### src/design/lsc_map.svh
// Register offsets, field positions, reset values and timing counts
// for the logic state combiner. Assumes a 12-bit APB byte address.
`ifndef LSC_MAP_SVH
`define LSC_MAP_SVH
// ----------------------------------------
// Offsets
// ----------------------------------------
`define LSC_A_CTRL 12'h000
`define LSC_A_STB_PERIOD 12'h004
`define LSC_A_RST_KEY 12'h008
`define LSC_A_STATUS 12'h00c
`define LSC_A_AUX_SAVED 12'h010
`define LSC_A_IN_CFG 12'h020
`define LSC_A_IN_CARE 12'h030
`define LSC_A_IN_DEB 12'h040
`define LSC_A_KEY_CFG 12'h080
`define LSC_A_KEY_PAT 12'h0c0
`define LSC_A_MARK_CFG 12'h100
`define LSC_A_MARK_TO 12'h120
`define LSC_A_ST_CFG 12'h140
// ----------------------------------------
// Fields and reset values
// ----------------------------------------
`define LSC_CTRL_SAVE 6
`define LSC_CTRL_ST_EN 10
`define LSC_IN_DEB_EN 24
`define LSC_MARK_USE_RST 18
`define LSC_RST_GAIN 16'h0001
`define LSC_RST_WIDTH 5'h10
`define LSC_RST_CARE 16'hffff
`define LSC_RST_PERIOD 16'h0064
// ----------------------------------------
// Timing
// ----------------------------------------
`define LSC_CLK_NS 25
`define LSC_MS_NS 1000000
`define LSC_MS_CYCLES (`LSC_MS_NS / `LSC_CLK_NS)
`endif

### src/design/lsc_pkg.sv
// Types shared by the logic state combiner.
// Assumes nothing of its surroundings.
`default_nettype none
package lsc_pkg;
    typedef enum logic [1:0] {
        LSC_STB_NONE = 2'b00,
        LSC_STB_TIMER = 2'b01,
        LSC_STB_EXT = 2'b10,
        LSC_STB_CHANGE = 2'b11
    } lsc_stb_t;
    typedef enum logic [1:0] {
        LSC_AUX_OFF = 2'b00,
        LSC_AUX_INPUT = 2'b01,
        LSC_AUX_WORD = 2'b10
    } lsc_aux_t;
    typedef enum logic [2:0] {
        LSC_MK_NONE = 3'b000,
        LSC_MK_ONOFF = 3'b001,
        LSC_MK_AND = 3'b010,
        LSC_MK_OR = 3'b011,
        LSC_MK_XOR = 3'b100
    } lsc_mark_t;
endpackage
`default_nettype wire

### src/design/lsc_combiner.sv
// Logic state combiner: inputs, keys, marks, states, APB registers.
// Assumes inputs synchronous to pclk and an APB master that waits for pready.
//
// Design decisions made here: the register offsets and the APB interface to the registers.
`include "lsc_map.svh"
`default_nettype none
module lsc_combiner #(
    parameter int unsigned MS_CYCLES = `LSC_MS_CYCLES
) (
    // Clock and reset
    input wire logic pclk,
    input wire logic presetn,
    // APB slave
    input wire logic psel,
    input wire logic penable,
    input wire logic pwrite,
    input wire logic [11:0] paddr,
    input wire logic [31:0] pwdata,
    output logic [31:0] prdata,
    output logic pready,
    output logic pslverr,
    // Data inputs
    input wire logic [15:0] in0,
    input wire logic [15:0] in1,
    input wire logic [15:0] in2,
    input wire logic ext_strobe,
    // Results
    output logic [3:0] state_out,
    output logic [15:0] aux_out,
    output logic [15:0] aux_saved,
    output logic aux_save_pulse
);
    // ----------------------------------------
    // Registers
    // ----------------------------------------
    logic [13:0] ctrl;
    logic [15:0] stb_period;
    logic [4:0] rst_key;
    logic [15:0] in_gain [3];
    logic [4:0] in_width [3];
    logic in_deb_en [3];
    logic [15:0] in_care [3];
    logic [15:0] in_deb_time [3];
    logic [2:0] key_cfg [12];
    logic [31:0] key_pat [12];
    logic [18:0] mark_cfg [6];
    logic [15:0] mark_to [6];
    logic [14:0] st_cfg [4];

    function automatic logic [15:0] width_mask(input logic [4:0] w);
        width_mask = (w >= 5'd16) ? 16'hffff : 16'((17'h1 << w) - 17'h1);
    endfunction

    // Operand codes: 0 blank, 1..12 key, 13..18 mark; returns {used, value}
    function automatic logic [1:0] op_get(input logic [4:0] c,
        input logic [11:0] k, input logic [5:0] m);
        op_get = 2'b00;
        if (c >= 5'd1 && c <= 5'd12) op_get = {1'b1, k[4'(c - 5'd1)]};
        else if (c >= 5'd13 && c <= 5'd18) op_get = {1'b1, m[3'(c - 5'd13)]};
    endfunction

    wire lsc_pkg::lsc_stb_t stb_src = lsc_pkg::lsc_stb_t'(ctrl[1:0]);
    wire lsc_pkg::lsc_aux_t aux_kind = lsc_pkg::lsc_aux_t'(ctrl[3:2]);
    wire [1:0] aux_sel = ctrl[5:4];
    wire save_en = ctrl[`LSC_CTRL_SAVE];
    wire [1:0] word_sel = ctrl[9:8];
    wire [3:0] st_en = ctrl[`LSC_CTRL_ST_EN+:4];

    wire wr = psel && penable && pready && pwrite;

    always_ff @(posedge pclk or negedge presetn) begin
        if (!presetn) begin
            ctrl <= '0;
            stb_period <= `LSC_RST_PERIOD;
            rst_key <= '0;
            for (int i = 0; i < 3; i++) begin
                in_gain[i] <= `LSC_RST_GAIN;
                in_width[i] <= `LSC_RST_WIDTH;
                in_deb_en[i] <= 1'b0;
                in_care[i] <= `LSC_RST_CARE;
                in_deb_time[i] <= '0;
            end
            for (int i = 0; i < 12; i++) begin
                key_cfg[i] <= '0;
                key_pat[i] <= '0;
            end
            for (int i = 0; i < 6; i++) begin
                mark_cfg[i] <= '0;
                mark_to[i] <= '0;
            end
            for (int i = 0; i < 4; i++) st_cfg[i] <= '0;
        end else if (wr) begin
            if (paddr == `LSC_A_CTRL) ctrl <= pwdata[13:0];
            if (paddr == `LSC_A_STB_PERIOD) stb_period <= pwdata[15:0];
            if (paddr == `LSC_A_RST_KEY) rst_key <= pwdata[4:0];
            for (int i = 0; i < 3; i++) begin
                if (paddr == `LSC_A_IN_CFG + 12'(4 * i)) begin
                    in_gain[i] <= pwdata[15:0];
                    in_width[i] <= pwdata[20:16];
                    in_deb_en[i] <= pwdata[`LSC_IN_DEB_EN];
                end
                if (paddr == `LSC_A_IN_CARE + 12'(4 * i)) in_care[i] <= pwdata[15:0];
                if (paddr == `LSC_A_IN_DEB + 12'(4 * i)) in_deb_time[i] <= pwdata[15:0];
            end
            for (int i = 0; i < 12; i++) begin
                if (paddr == `LSC_A_KEY_CFG + 12'(4 * i)) key_cfg[i] <= pwdata[2:0];
                if (paddr == `LSC_A_KEY_PAT + 12'(4 * i)) key_pat[i] <= pwdata;
            end
            for (int i = 0; i < 6; i++) begin
                if (paddr == `LSC_A_MARK_CFG + 12'(4 * i)) mark_cfg[i] <= pwdata[18:0];
                if (paddr == `LSC_A_MARK_TO + 12'(4 * i)) mark_to[i] <= pwdata[15:0];
            end
            for (int i = 0; i < 4; i++) begin
                if (paddr == `LSC_A_ST_CFG + 12'(4 * i)) st_cfg[i] <= pwdata[14:0];
            end
        end
    end

    // ----------------------------------------
    // Input conditioning and debounce
    // ----------------------------------------
    wire [15:0] in_raw [3];
    logic [15:0] cond [3];
    logic [15:0] db_prev [3];
    logic [15:0] db_cnt [3];
    logic [15:0] db_val [3];
    assign in_raw[0] = in0;
    assign in_raw[1] = in1;
    assign in_raw[2] = in2;

    for (genvar i = 0; i < 3; i++) begin : g_in
        // Integer product truncated to the input width
        wire [31:0] prod = in_raw[i] * in_gain[i];
        assign cond[i] = prod[15:0] & width_mask(in_width[i]) & in_care[i];
        always_ff @(posedge pclk or negedge presetn) begin
            if (!presetn) begin
                db_prev[i] <= '0;
                db_cnt[i] <= '0;
                db_val[i] <= '0;
            end else if (!in_deb_en[i]) begin
                db_prev[i] <= cond[i];
                db_val[i] <= cond[i];
            end else if (cond[i] != db_prev[i]) begin
                db_prev[i] <= cond[i];
                db_cnt[i] <= '0;
            end else if (db_cnt[i] < in_deb_time[i]) begin
                db_cnt[i] <= db_cnt[i] + 16'h0001;
            end else begin
                db_val[i] <= cond[i];
            end
        end
    end

    // ----------------------------------------
    // Strobe sources
    // ----------------------------------------
    logic [31:0] ms_cnt;
    logic [15:0] per_cnt;
    logic ms_tick, tmr_pls, ext_q;
    logic [15:0] in1_q;
    wire chg_pls = db_val[0] != in1_q;
    wire ext_rise = ext_strobe && !ext_q;
    wire stb_evt = (stb_src == lsc_pkg::LSC_STB_TIMER) ? tmr_pls :
                   (stb_src == lsc_pkg::LSC_STB_EXT) ? ext_rise :
                   (stb_src == lsc_pkg::LSC_STB_CHANGE) ? chg_pls : 1'b0;
    // Timer and change strobes are pulses; the external strobe is a level
    wire ev = (stb_src == lsc_pkg::LSC_STB_NONE) ? 1'b1 :
              (stb_src == lsc_pkg::LSC_STB_EXT) ? ext_strobe : stb_evt;

    always_ff @(posedge pclk or negedge presetn) begin
        if (!presetn) begin
            ms_cnt <= '0;
            ms_tick <= 1'b0;
            per_cnt <= '0;
            tmr_pls <= 1'b0;
            ext_q <= 1'b0;
            in1_q <= '0;
        end else begin
            ms_tick <= ms_cnt == MS_CYCLES - 1;
            ms_cnt <= (ms_cnt == MS_CYCLES - 1) ? '0 : ms_cnt + 32'h1;
            tmr_pls <= ms_tick && (per_cnt + 16'h1 >= stb_period);
            if (ms_tick) per_cnt <= (per_cnt + 16'h1 >= stb_period) ? '0 : per_cnt + 16'h1;
            ext_q <= ext_strobe;
            in1_q <= db_val[0];
        end
    end

    // ----------------------------------------
    // Keys, marks, states
    // ----------------------------------------
    logic [11:0] key_now, key_q;
    logic [5:0] mark_now, mark_q;
    logic [3:0] st_now;
    logic [15:0] key_src [12];
    logic [15:0] to_cnt [6];

    for (genvar k = 0; k < 12; k++) begin : g_key
        wire [1:0] src = key_cfg[k][1:0];
        assign key_src[k] = (src == 2'd0) ? 16'h0000 : db_val[2'(src - 2'd1)];
        wire pat_ok = ((key_src[k] ^ key_pat[k][31:16]) & key_pat[k][15:0]) == 16'h0000;
        assign key_now[k] = (src != 2'd0) && (key_cfg[k][2] ? pat_ok : key_src[k] != 16'h0);
    end

    wire [1:0] rst_op = op_get({1'b0, rst_key[3:0]}, key_now, 6'h00);
    wire rst_hit = rst_op[1] && (rst_op[0] ^ rst_key[4]);

    for (genvar m = 0; m < 6; m++) begin : g_mark
        logic [2:0] u, v;
        for (genvar j = 0; j < 3; j++) begin : g_op
            wire [4:0] c = mark_cfg[m][5*j+:5];
            wire [1:0] o = op_get({1'b0, c[3:0]}, key_now, 6'h00);
            assign u[j] = o[1];
            assign v[j] = o[1] && (o[0] ^ c[4]);
        end
        wire to_hit = (mark_to[m] != 16'h0) && (to_cnt[m] >= mark_to[m]);
        wire clr = v[1] || to_hit || (mark_cfg[m][`LSC_MARK_USE_RST] && rst_hit);
        wire onoff = mark_q[m] ? !clr : v[0];
        wire lsc_pkg::lsc_mark_t mt = lsc_pkg::lsc_mark_t'(mark_cfg[m][17:15]);
        always_comb begin
            case (mt)
                lsc_pkg::LSC_MK_ONOFF: mark_now[m] = onoff;
                lsc_pkg::LSC_MK_AND: mark_now[m] = (|u) && ((v | ~u) == 3'b111);
                lsc_pkg::LSC_MK_OR: mark_now[m] = |v;
                lsc_pkg::LSC_MK_XOR: mark_now[m] = $countones(v) == 1;
                default: mark_now[m] = 1'b0;
            endcase
        end
        always_ff @(posedge pclk or negedge presetn) begin
            if (!presetn) to_cnt[m] <= '0;
            else if (!mark_q[m]) to_cnt[m] <= '0;
            else if (ms_tick && to_cnt[m] != 16'hffff) to_cnt[m] <= to_cnt[m] + 16'h1;
        end
    end

    for (genvar s = 0; s < 4; s++) begin : g_st
        logic [2:0] u, v;
        for (genvar j = 0; j < 3; j++) begin : g_op
            wire [1:0] o = op_get(st_cfg[s][5*j+:5], key_now, mark_now);
            assign u[j] = o[1];
            assign v[j] = o[0];
        end
        assign st_now[s] = st_en[s] && (|u) && ((v | ~u) == 3'b111);
    end

    always_ff @(posedge pclk or negedge presetn) begin
        if (!presetn) begin
            key_q <= '0;
            mark_q <= '0;
            state_out <= '0;
        end else if (ev) begin
            key_q <= key_now;
            mark_q <= mark_now;
            state_out <= st_now;
        end
    end

    // ----------------------------------------
    // Aux output and save on strobe
    // ----------------------------------------
    wire [15:0] word = (word_sel == 2'd0) ? {4'h0, key_q} :
                       (word_sel == 2'd1) ? {10'h000, mark_q} : {12'h000, state_out};
    wire [15:0] next_aux = (aux_kind == lsc_pkg::LSC_AUX_INPUT) ? db_val[aux_sel] :
                           (aux_kind == lsc_pkg::LSC_AUX_WORD) ? word : 16'h0000;
    wire save_now = save_en && (stb_src != lsc_pkg::LSC_STB_NONE) && stb_evt;

    always_ff @(posedge pclk or negedge presetn) begin
        if (!presetn) begin
            aux_out <= '0;
            aux_saved <= '0;
            aux_save_pulse <= 1'b0;
        end else begin
            aux_out <= next_aux;
            aux_save_pulse <= save_now;
            if (save_now) aux_saved <= next_aux;
        end
    end

    // ----------------------------------------
    // APB read: two-cycle access phase, registered data
    // ----------------------------------------
    logic [31:0] rd_val;
    logic rd_hit;
    always_comb begin
        rd_val = 32'h0;
        rd_hit = 1'b1;
        case (paddr)
            `LSC_A_CTRL: rd_val = {18'h0, ctrl};
            `LSC_A_STB_PERIOD: rd_val = {16'h0, stb_period};
            `LSC_A_RST_KEY: rd_val = {27'h0, rst_key};
            `LSC_A_STATUS: rd_val = {10'h0, state_out, mark_q, key_q};
            `LSC_A_AUX_SAVED: rd_val = {16'h0, aux_saved};
            default: rd_hit = 1'b0;
        endcase
        for (int i = 0; i < 3; i++) begin
            if (paddr == `LSC_A_IN_CFG + 12'(4 * i)) begin
                rd_val = {7'h0, in_deb_en[i], 3'h0, in_width[i], in_gain[i]};
                rd_hit = 1'b1;
            end
            if (paddr == `LSC_A_IN_CARE + 12'(4 * i)) begin
                rd_val = {16'h0, in_care[i]};
                rd_hit = 1'b1;
            end
            if (paddr == `LSC_A_IN_DEB + 12'(4 * i)) begin
                rd_val = {16'h0, in_deb_time[i]};
                rd_hit = 1'b1;
            end
        end
        for (int i = 0; i < 12; i++) begin
            if (paddr == `LSC_A_KEY_CFG + 12'(4 * i)) begin
                rd_val = {29'h0, key_cfg[i]};
                rd_hit = 1'b1;
            end
            if (paddr == `LSC_A_KEY_PAT + 12'(4 * i)) begin
                rd_val = key_pat[i];
                rd_hit = 1'b1;
            end
        end
        for (int i = 0; i < 6; i++) begin
            if (paddr == `LSC_A_MARK_CFG + 12'(4 * i)) begin
                rd_val = {13'h0, mark_cfg[i]};
                rd_hit = 1'b1;
            end
            if (paddr == `LSC_A_MARK_TO + 12'(4 * i)) begin
                rd_val = {16'h0, mark_to[i]};
                rd_hit = 1'b1;
            end
        end
        for (int i = 0; i < 4; i++) begin
            if (paddr == `LSC_A_ST_CFG + 12'(4 * i)) begin
                rd_val = {17'h0, st_cfg[i]};
                rd_hit = 1'b1;
            end
        end
    end

    wire acc = psel && penable && !pready;
    always_ff @(posedge pclk or negedge presetn) begin
        if (!presetn) begin
            pready <= 1'b0;
            prdata <= '0;
            pslverr <= 1'b0;
        end else begin
            pready <= acc;
            prdata <= (acc && !pwrite) ? rd_val : 32'h0;
            pslverr <= acc && !rd_hit;
        end
    end
endmodule
`default_nettype wire

### config.mk
export PLATFORM = sky130hd
export DESIGN_NAME = lsc_combiner
export DESIGN_NICKNAME = d
export VERILOG_FILES = /design/src/design/lsc_pkg.sv /design/src/design/lsc_combiner.sv
export VERILOG_INCLUDE_DIRS = /design/src /design/src/design
export SDC_FILE = /design/constraint.sdc
export NUM_CORES = 2
export LEC_CHECK = 0
export BUFFER_PORTS_ARGS = -buffer_cell sky130_fd_sc_hd__buf_2
export CORE_AREA = 8 8 466 468
export CTS_CLUSTER_DIAMETER = 200
export CTS_CLUSTER_SIZE = 16
export DETAILED_ROUTE_END_ITERATION = 16
export DIE_AREA = 0 0 474 476
export HOLD_SLACK_MARGIN = 0.15
export PLACE_DENSITY = 0.68
export SETUP_SLACK_MARGIN = 0.1
export SLEW_MARGIN = 30
export SYNTH_ARGS = -nofsm -noshare
export SYNTH_HDL_FRONTEND = slang
export SYNTH_SLANG_ARGS = --single-unit
### constraint.sdc
create_clock -name pclk -period 20.2 [get_ports pclk]
set_clock_uncertainty 0.2 [all_clocks]
set_input_delay 5.05 -clock pclk [delete_from_list [all_inputs] [get_ports pclk]]
set_output_delay 5.05 -clock pclk [all_outputs]
set_load 0.02 [all_outputs]
After elaboration in Yosys (flattened, before gate mapping)
Memories as Yosys holds them, arrays and structs flattened.
Cells that the tools add are included.
- output and inout bits: 71
- logic and storage cells: 1315
- memory bits (read-only): 152
- register bits after elaboration: 1283
- bits of input ports: 98
- memories: 19
- equality and inequality tests: 125
- add/sub/neg operators: 100
- shifts and indexed selects: 3
- magnitude comparators: 212
- mux-type cells: 390
- reduce and logical (&&, ||, !) cells: 293
- bitwise logic cells: 82
- multipliers: 3
- memory list (name ; depth ; width ; rd ports ; clocked after Yosys merged registers in ; wr ports ; line ; source):
    (no name shown) ; 8 ; 1 ; 1 ; 0 ; 0 ; lsc_combiner.sv:59 ; else if (c >= 5'd13 && c <= 5'd18) op_get = {1'b1, m[3'(c - 5'd13)]};
    (no name shown) ; 8 ; 1 ; 1 ; 0 ; 0 ; lsc_combiner.sv:59 ;
    (no name shown) ; 8 ; 1 ; 1 ; 0 ; 0 ; lsc_combiner.sv:59 ;
    (no name shown) ; 8 ; 1 ; 1 ; 0 ; 0 ; lsc_combiner.sv:59 ;
    (no name shown) ; 8 ; 1 ; 1 ; 0 ; 0 ; lsc_combiner.sv:59 ;
    (no name shown) ; 8 ; 1 ; 1 ; 0 ; 0 ; lsc_combiner.sv:59 ;
    +13 memories ; - ; - ; - ; - ; - ; - ;
- operators by type and width (operator ; number):
    $mux 32 ; 51
    $mux 16 ; 76
    $bmux 16 s2 ; 13
    $and 16x16->16 ; 18
    $eq 12x8->1 const B ; 24
    $reduce_bool 16->1 ; 18
    $eq 12x9->1 const B ; 16
    $logic_not 16->1 ; 12
    $xor 16x16->16 ; 12
    $add 16x1->16 const B ; 10
    $lt 4x5->1 const B ; 31
    $logic_and 1x1->1 ; 135
    $mux 1 ; 135
    $bmux 1 s4 ; 31
    $lt 3x4->1 const B ; 31
    $mux 2 ; 62
    $sub 4x1->4 const B ; 31
    $reduce_and 2->1 ; 58
    $ge 16x16->1 ; 7
    $pmux 22 s5 ; 1
    $ne 16x16->1 const B ; 6
    $le 4x5->1 const B ; 19
    $sub 3x3->3 const B ; 31
    $ge 4x1->1 const B ; 19
    45 further kinds ; 361

Logic depth before layout (Yosys ltp)
- word-level depth: 54
- gate-level depth with buffers: 29
- mapped depth without buffers: 27

Worst setup path after synthesis
Ideal clock, no wire load.
- path kind: input to register
- start point: input port in2[5]
- end point: register db_val[10] (netlist name)
- required time: 19.875 ns
- setup time: 0.125 ns
- data arrival time: 11.214 ns
- stages: 23
- buffers on the path: 2
- setup slack: 8.661 ns
- path through: clkbuf_1 > and2_1 > fa_1 > inv_1 > fa_1 > fa_1 > inv_1 > fa_1 > fa_1 > inv_1 > fa_1 > inv_1 > ha_1 > a21boi_0 > o21ai_0 > a21boi_0 > nor3_1 > xor2_1 > nor4_1 > nand3_1 > o21ai_1 > clkbuf_1 > mux2_2
- longest elaborated chain between the ends: 6
- elaborated cells on any way between the ends: 9
- those cells by class: 1 x mul; 2 x eq/ne; 3 x mux; 2 x bitwise; 1 x reduce/logical
- ends and longest elaborated chain (what ; line ; source):
    start, declared ; lsc_combiner.sv:25 ; input wire logic [15:0] in2,
    $mul 16x16->16 (*) ; lsc_combiner.sv:133 ; wire [31:0] prod = in_raw[i] * in_gain[i];
    $and 16x16->16 (*) (2 in a row) ; lsc_combiner.sv:134 ; assign cond[i] = prod[15:0] & width_mask(in_width[i]) & in_care[i];
    $ne 16x16->1 / $mux 16 (equally long branches) ; lsc_combiner.sv:143, lsc_combiner.sv:146 ;
    $ne 2x2->1 (no source line) / $mux 16 (equally long branches) ; - ;
    $reduce_and 2->1 (no source line) / $mux 16 (equally long branches) ; - ;
    end signal, assigned by index ; lsc_combiner.sv:142 ; db_val[i] <= cond[i];
    end signal, assigned by index ; lsc_combiner.sv:149 ; db_val[i] <= cond[i];
    end, declared ; lsc_combiner.sv:126 ; logic [15:0] db_val [3];
Every way passes the cells marked *; elsewhere a longest branch is shown, timed or not. The select of a mux whose other input is x is not followed.
A chain may end at the register's enable or synchronous reset.

Final worst setup path
- start point: input port in1[0]
- end point: register db_cnt[28] (netlist name)
- longest elaborated chain between the ends: 6
- elaborated cells on any way between the ends: 7
- those cells by class: 1 x mul; 1 x eq/ne; 1 x mux; 2 x bitwise; 2 x reduce/logical
- ends and longest elaborated chain (what ; line ; source):
    start, declared ; lsc_combiner.sv:24 ; input wire logic [15:0] in1,
    $mul 16x16->16 (*) ; lsc_combiner.sv:133 ;
    $and 16x16->16 (*) (2 in a row) ; lsc_combiner.sv:134 ;
    $ne 16x16->1 (*) ; lsc_combiner.sv:143 ; end else if (cond[i] != db_prev[i]) begin
    $reduce_bool 2->1 (no source line) ; - ;
    $reduce_and 2->1 (no source line) ; - ;
    end signal, assigned by index ; lsc_combiner.sv:147 ; db_cnt[i] <= db_cnt[i] + 16'h0001;
    end, declared ; lsc_combiner.sv:125 ; logic [15:0] db_cnt [3];
Every way passes the cells marked *; elsewhere a longest branch is shown, timed or not.

==> key figures <==
Synthesis
  – Register area share after synthesis: 34.3%
  – #FFs+latches synth: 1,283
  – Complex-gate fraction of the synthesized area: approximately 15%
  – Largest family of logic cells by synthesized area: multiplexers
  – Area contributors post-synth: dfrtp_1 33%, mux2_2 11%, ha_1 5.4%
  – Ys flop type: dfrtp_1
  – Multiplexer area fraction after synthesis: 16.5%
  – Post-synthesis net count: 10,220
  – Top cells by count, synth: 1,226 x dfrtp_1, 927 x mux2_2, 690 x inv_1
  – Synth Area in Adders: a little over a tenth
  – Yosys Warn Count: 0
  – XOR/XNOR Fraction of Synth Area: under 10%
  – Async SR Flop Fraction: 100%
  – Simple-gate share of the synthesized area: around 14%
  – Top-area cell type share of the netlist area: 32.7%
  – Mapped Area: 0.0939 mm²
  – Post-synth EDFFs: 0
  – Yosys top cell by area: dfrtp_1
  – Synth cell types: ~110
  – Cells after Synth: roughly 9,500
  – Count leader, synth: dfrtp_1
  – Avg Cell Area, Syn: 9.91 µm²

Outcome
  – Status: finished, final reports clean

Timing
  – Setup TNS: 0 ns
  – Slew margin rel.: 20.9%
  – Slew Limit Fails: 0
  – Crit share post-route: 58.1%
  – Max Clock Freq: 85.2 MHz
  – Final Hold Viols: 0
  – Count of final setup violators: 0
  – Fin crit period: ~12 ns
  – Worst-Margin Slew: 1.18 ns
  – RSZ-0062 raised after global routing: no

Route
  – Residual DRC: 0
  – Vias per cell: 6.73
  – DR WL/cell: 33.8 µm
  – Iteration-0 DRC Markers: 11,805
  – Total wire length: 414,000 µm
  – TritonRoute pass-1 iters: 9
  – Antenna viol nets, final: 0
  – DR vias: approximately 82,000

Critical path
  – Max FO, Critical Path: 16
  – CP delay by family, top: adder cells
  – WS Path Type: primary input to flop
  – Setup crit end kind: flop
  – Startpoint types: primary input
  – Crit path max-delay cell type: nor4b_1
  – Worst path max stage delay: 0.84 ns
  – CP bufs+invs: 3
  – WP data required: 20.64 ns
  – Worst endpoint data arrival time: roughly 12 ns
  – CP most frequent cell: fa_1

Global routing
  – Largest net degree at the start of global routing: 153
  – First-pass GRT wire length: between 500,000 and 600,000 µm
  – Vias in the first global route: between 70,000 and 80,000
  – Initial antenna violation count: 48
  – Grt ovf: 0
  – All-Layer GR Usage: 35.4%

Final layout
  – Non-filler cells in the finished layout: 12,240
  – Area added between synthesis and finish: 6.97%
  – Post-layout net count: about 10,000
  – FILL cells: 19,495
  – Fraction of layout cells with a size suffix above 1: 18.4%
  – Multi-input gate area: roughly 0.057 mm²
  – Register Area: between 0.03 and 0.04 mm²

Clock tree
  – Num CTS Buffers: 90
  – Root Driver: clkbuf_16
  – Register clock-pin slew on the reported worst setup and hold paths: 0.09 ns
  – CTS Sinks: 1,283
  – H-tree levels: 3
  – Worst skew pair latency: between 0.8 and 0.9 ns
  – Post-CTS setup buffer count: 0
  – TritonCTS clock tree: done
  – Hold Buf Count CTS: 0
  – Post-CTS Resized: 0
  – CTS max path bufs: 3

Floorplanning
  – Core area: 0.210 mm²
  – Num rows: between 150 and 200
  – Initial Utilization: roughly 45%
  – Die width: 474 µm
  – Die Y: 476 µm
  – Top Ports: 169
  – Die area: 0.226 mm²

Run
  – Max-cap violations: 0

Power
  – Gate power share: under 10%
  – Switching part of the total power: between 20% and 30%
  – Sequential power share: 55.7%
  – Int Pwr: 3.42 mW
  – P per Cell Area: approximately 46 mW/mm²
  – Maximum vdd drop: 0.0648 mV
  – Leak: 43.3 nW
  – Share of power burned in the clock network: around two fifths
  – NetSw: 1.19 mW

Placed design
  – Placer Congestion: 1.07
  – Buffers added on ports: between 150 and 200
  – Placed Instances: 12,059
  – Hpwl dp: 298,000 µm

Min path
  – Hold Path Class: flop to flop
state kept, by name, indices dropped and copies added (netlist names), 14 cells and up:
name           cells
aux_saved         16
in_deb_time       48
g_mark.mt         18
in1_q             16
in_care           48
ctrl              14
db_cnt            48
ms_cnt            32
to_cnt            96
aux_out           16
prdata            32
in_width          15
in_gain           48
g_mark.g_op.c     90
g_key.src         24
db_prev           48
db_val            48
mark_to           96
key_pat          384
per_cnt           16
st_cfg            60
stb_period        16
cell type report:
type                            instances  share of cell area [%]
Antenna cell                           45                   0.112
Multi-Input combinational cell       6839                    56.4
Tap cell                             2821                    3.51
Clock inverter                          8                   0.178
Sequential cell                      1283                    32.0
Clock buffer                          127                    2.38
Timing Repair Buffer                  405                    2.75
Inverter                              712                    2.66
final timing paths:
| check | start | to | slack (ns) | depth (start not counted) |
|---|---|---|---|---|
| worst max-delay path | in1[0] | db_cnt[28] | 8.46 | 25 |
| worst min-delay path | ms_cnt[31] | ms_cnt[31] | 0.27 | 1 |
| worst max register to register | g_key[7].src[0] | state_out[3] | 10.65 | 21 |
| max in group asynchronous | presetn | db_val[15] | 12.13 | 5 |
| min in group asynchronous | presetn | prdata[14] | 3.94 | 1 |
| worst min register to register | ms_cnt[31] | ms_cnt[31] | 0.27 | 1 |
power groups by stage:
stage / Combinational (mW) / Clock (mW) / Sequential, mW
6_report: 0.185 / 1.86 / 2.57
5_1_grt: 0.190 / 1.96 / 2.57
3_5_place_dp: 0.179 / 0 / 2.62
4_1_cts: 0.180 / 1.87 / 2.57
2_1_floorplan: 0.0375 / 0 / 2.62
3_3_place_gp: 0.175 / 0 / 2.62
metrics by stage:
step	area [µm²]	setup WS [ns]	total power, mW	hold WS (ns)	utilization, %
finish	100000	8.46	4.61	0.269	47.7
CTS	100000	8.34	4.62	0.273	47.7
detailed placement	97700	7.54	2.80	0.261	46.4
global placement	97500	7.62	2.79	0.259	46.3
global route	100000	8.08	4.72	0.279	47.7
floorplan	93900	8.66	2.66	0.149	-
placed cells by master, fill, tap and decap left out, types with 130 or more instances in the layout:
master,count
nand3_1,202
ha_1,401
mux2i_1,401
nand2_1,676
o21ai_0,302
inv_1,690
buf_4,219
nor3_1,145
a22oi_1,130
and2_1,441
nand2b_1,211
fa_1,246
a21oi_1,260
xnor2_1,284
mux2_2,927
dfrtp_1,1224
xor2_1,172
buf_2,166
nor2_1,366
per-layer routing:
metal / wire, µm / track usage (%) / vias to the layer above
li1: - / - / 33732
met1: 161000 / 46.5 / 41244
met2: 167000 / 49.8 / 5800
met3: 52900 / 11.9 / 1597
met4: 33500 / 23.0 / 12
met5: 80 / 0.105 / -
logic make-up (layout without fill, tap and decap cells):
logic type | count (synthesis) | count (layout)
compound gates | 1820 | 1820
xor+xnor | 456 | 456
fa+ha+maj | 650 | 650
buf+inv | 1350 | 1252
flops | 1283 | 1283
mux | 1374 | 1374
other cells | 0 | 45
simple gates | 2539 | 2539
worst reg2reg max path: stages (launching register included):
cell	delay, ns
dfrtp_1	0.63
inv_1	0.10
ha_1	0.31
buf_4	0.36
nand2b_1	0.32
buf_4	0.30
o32ai_1	0.77
mux2i_1	0.34
a2111oi_0	0.92
a41o_1	0.81
nand2_4	0.56
mux4_2	0.60
or3_1	0.32
and3_1	0.25
mux2_4	0.33
fa_1	0.47
nand3b_1	0.10
nor3_1	0.07
a221oi_4	0.85
a211oi_1	0.19
or4_1	0.51
o311a_1	0.14
Power figures use the tool's default switching activity.
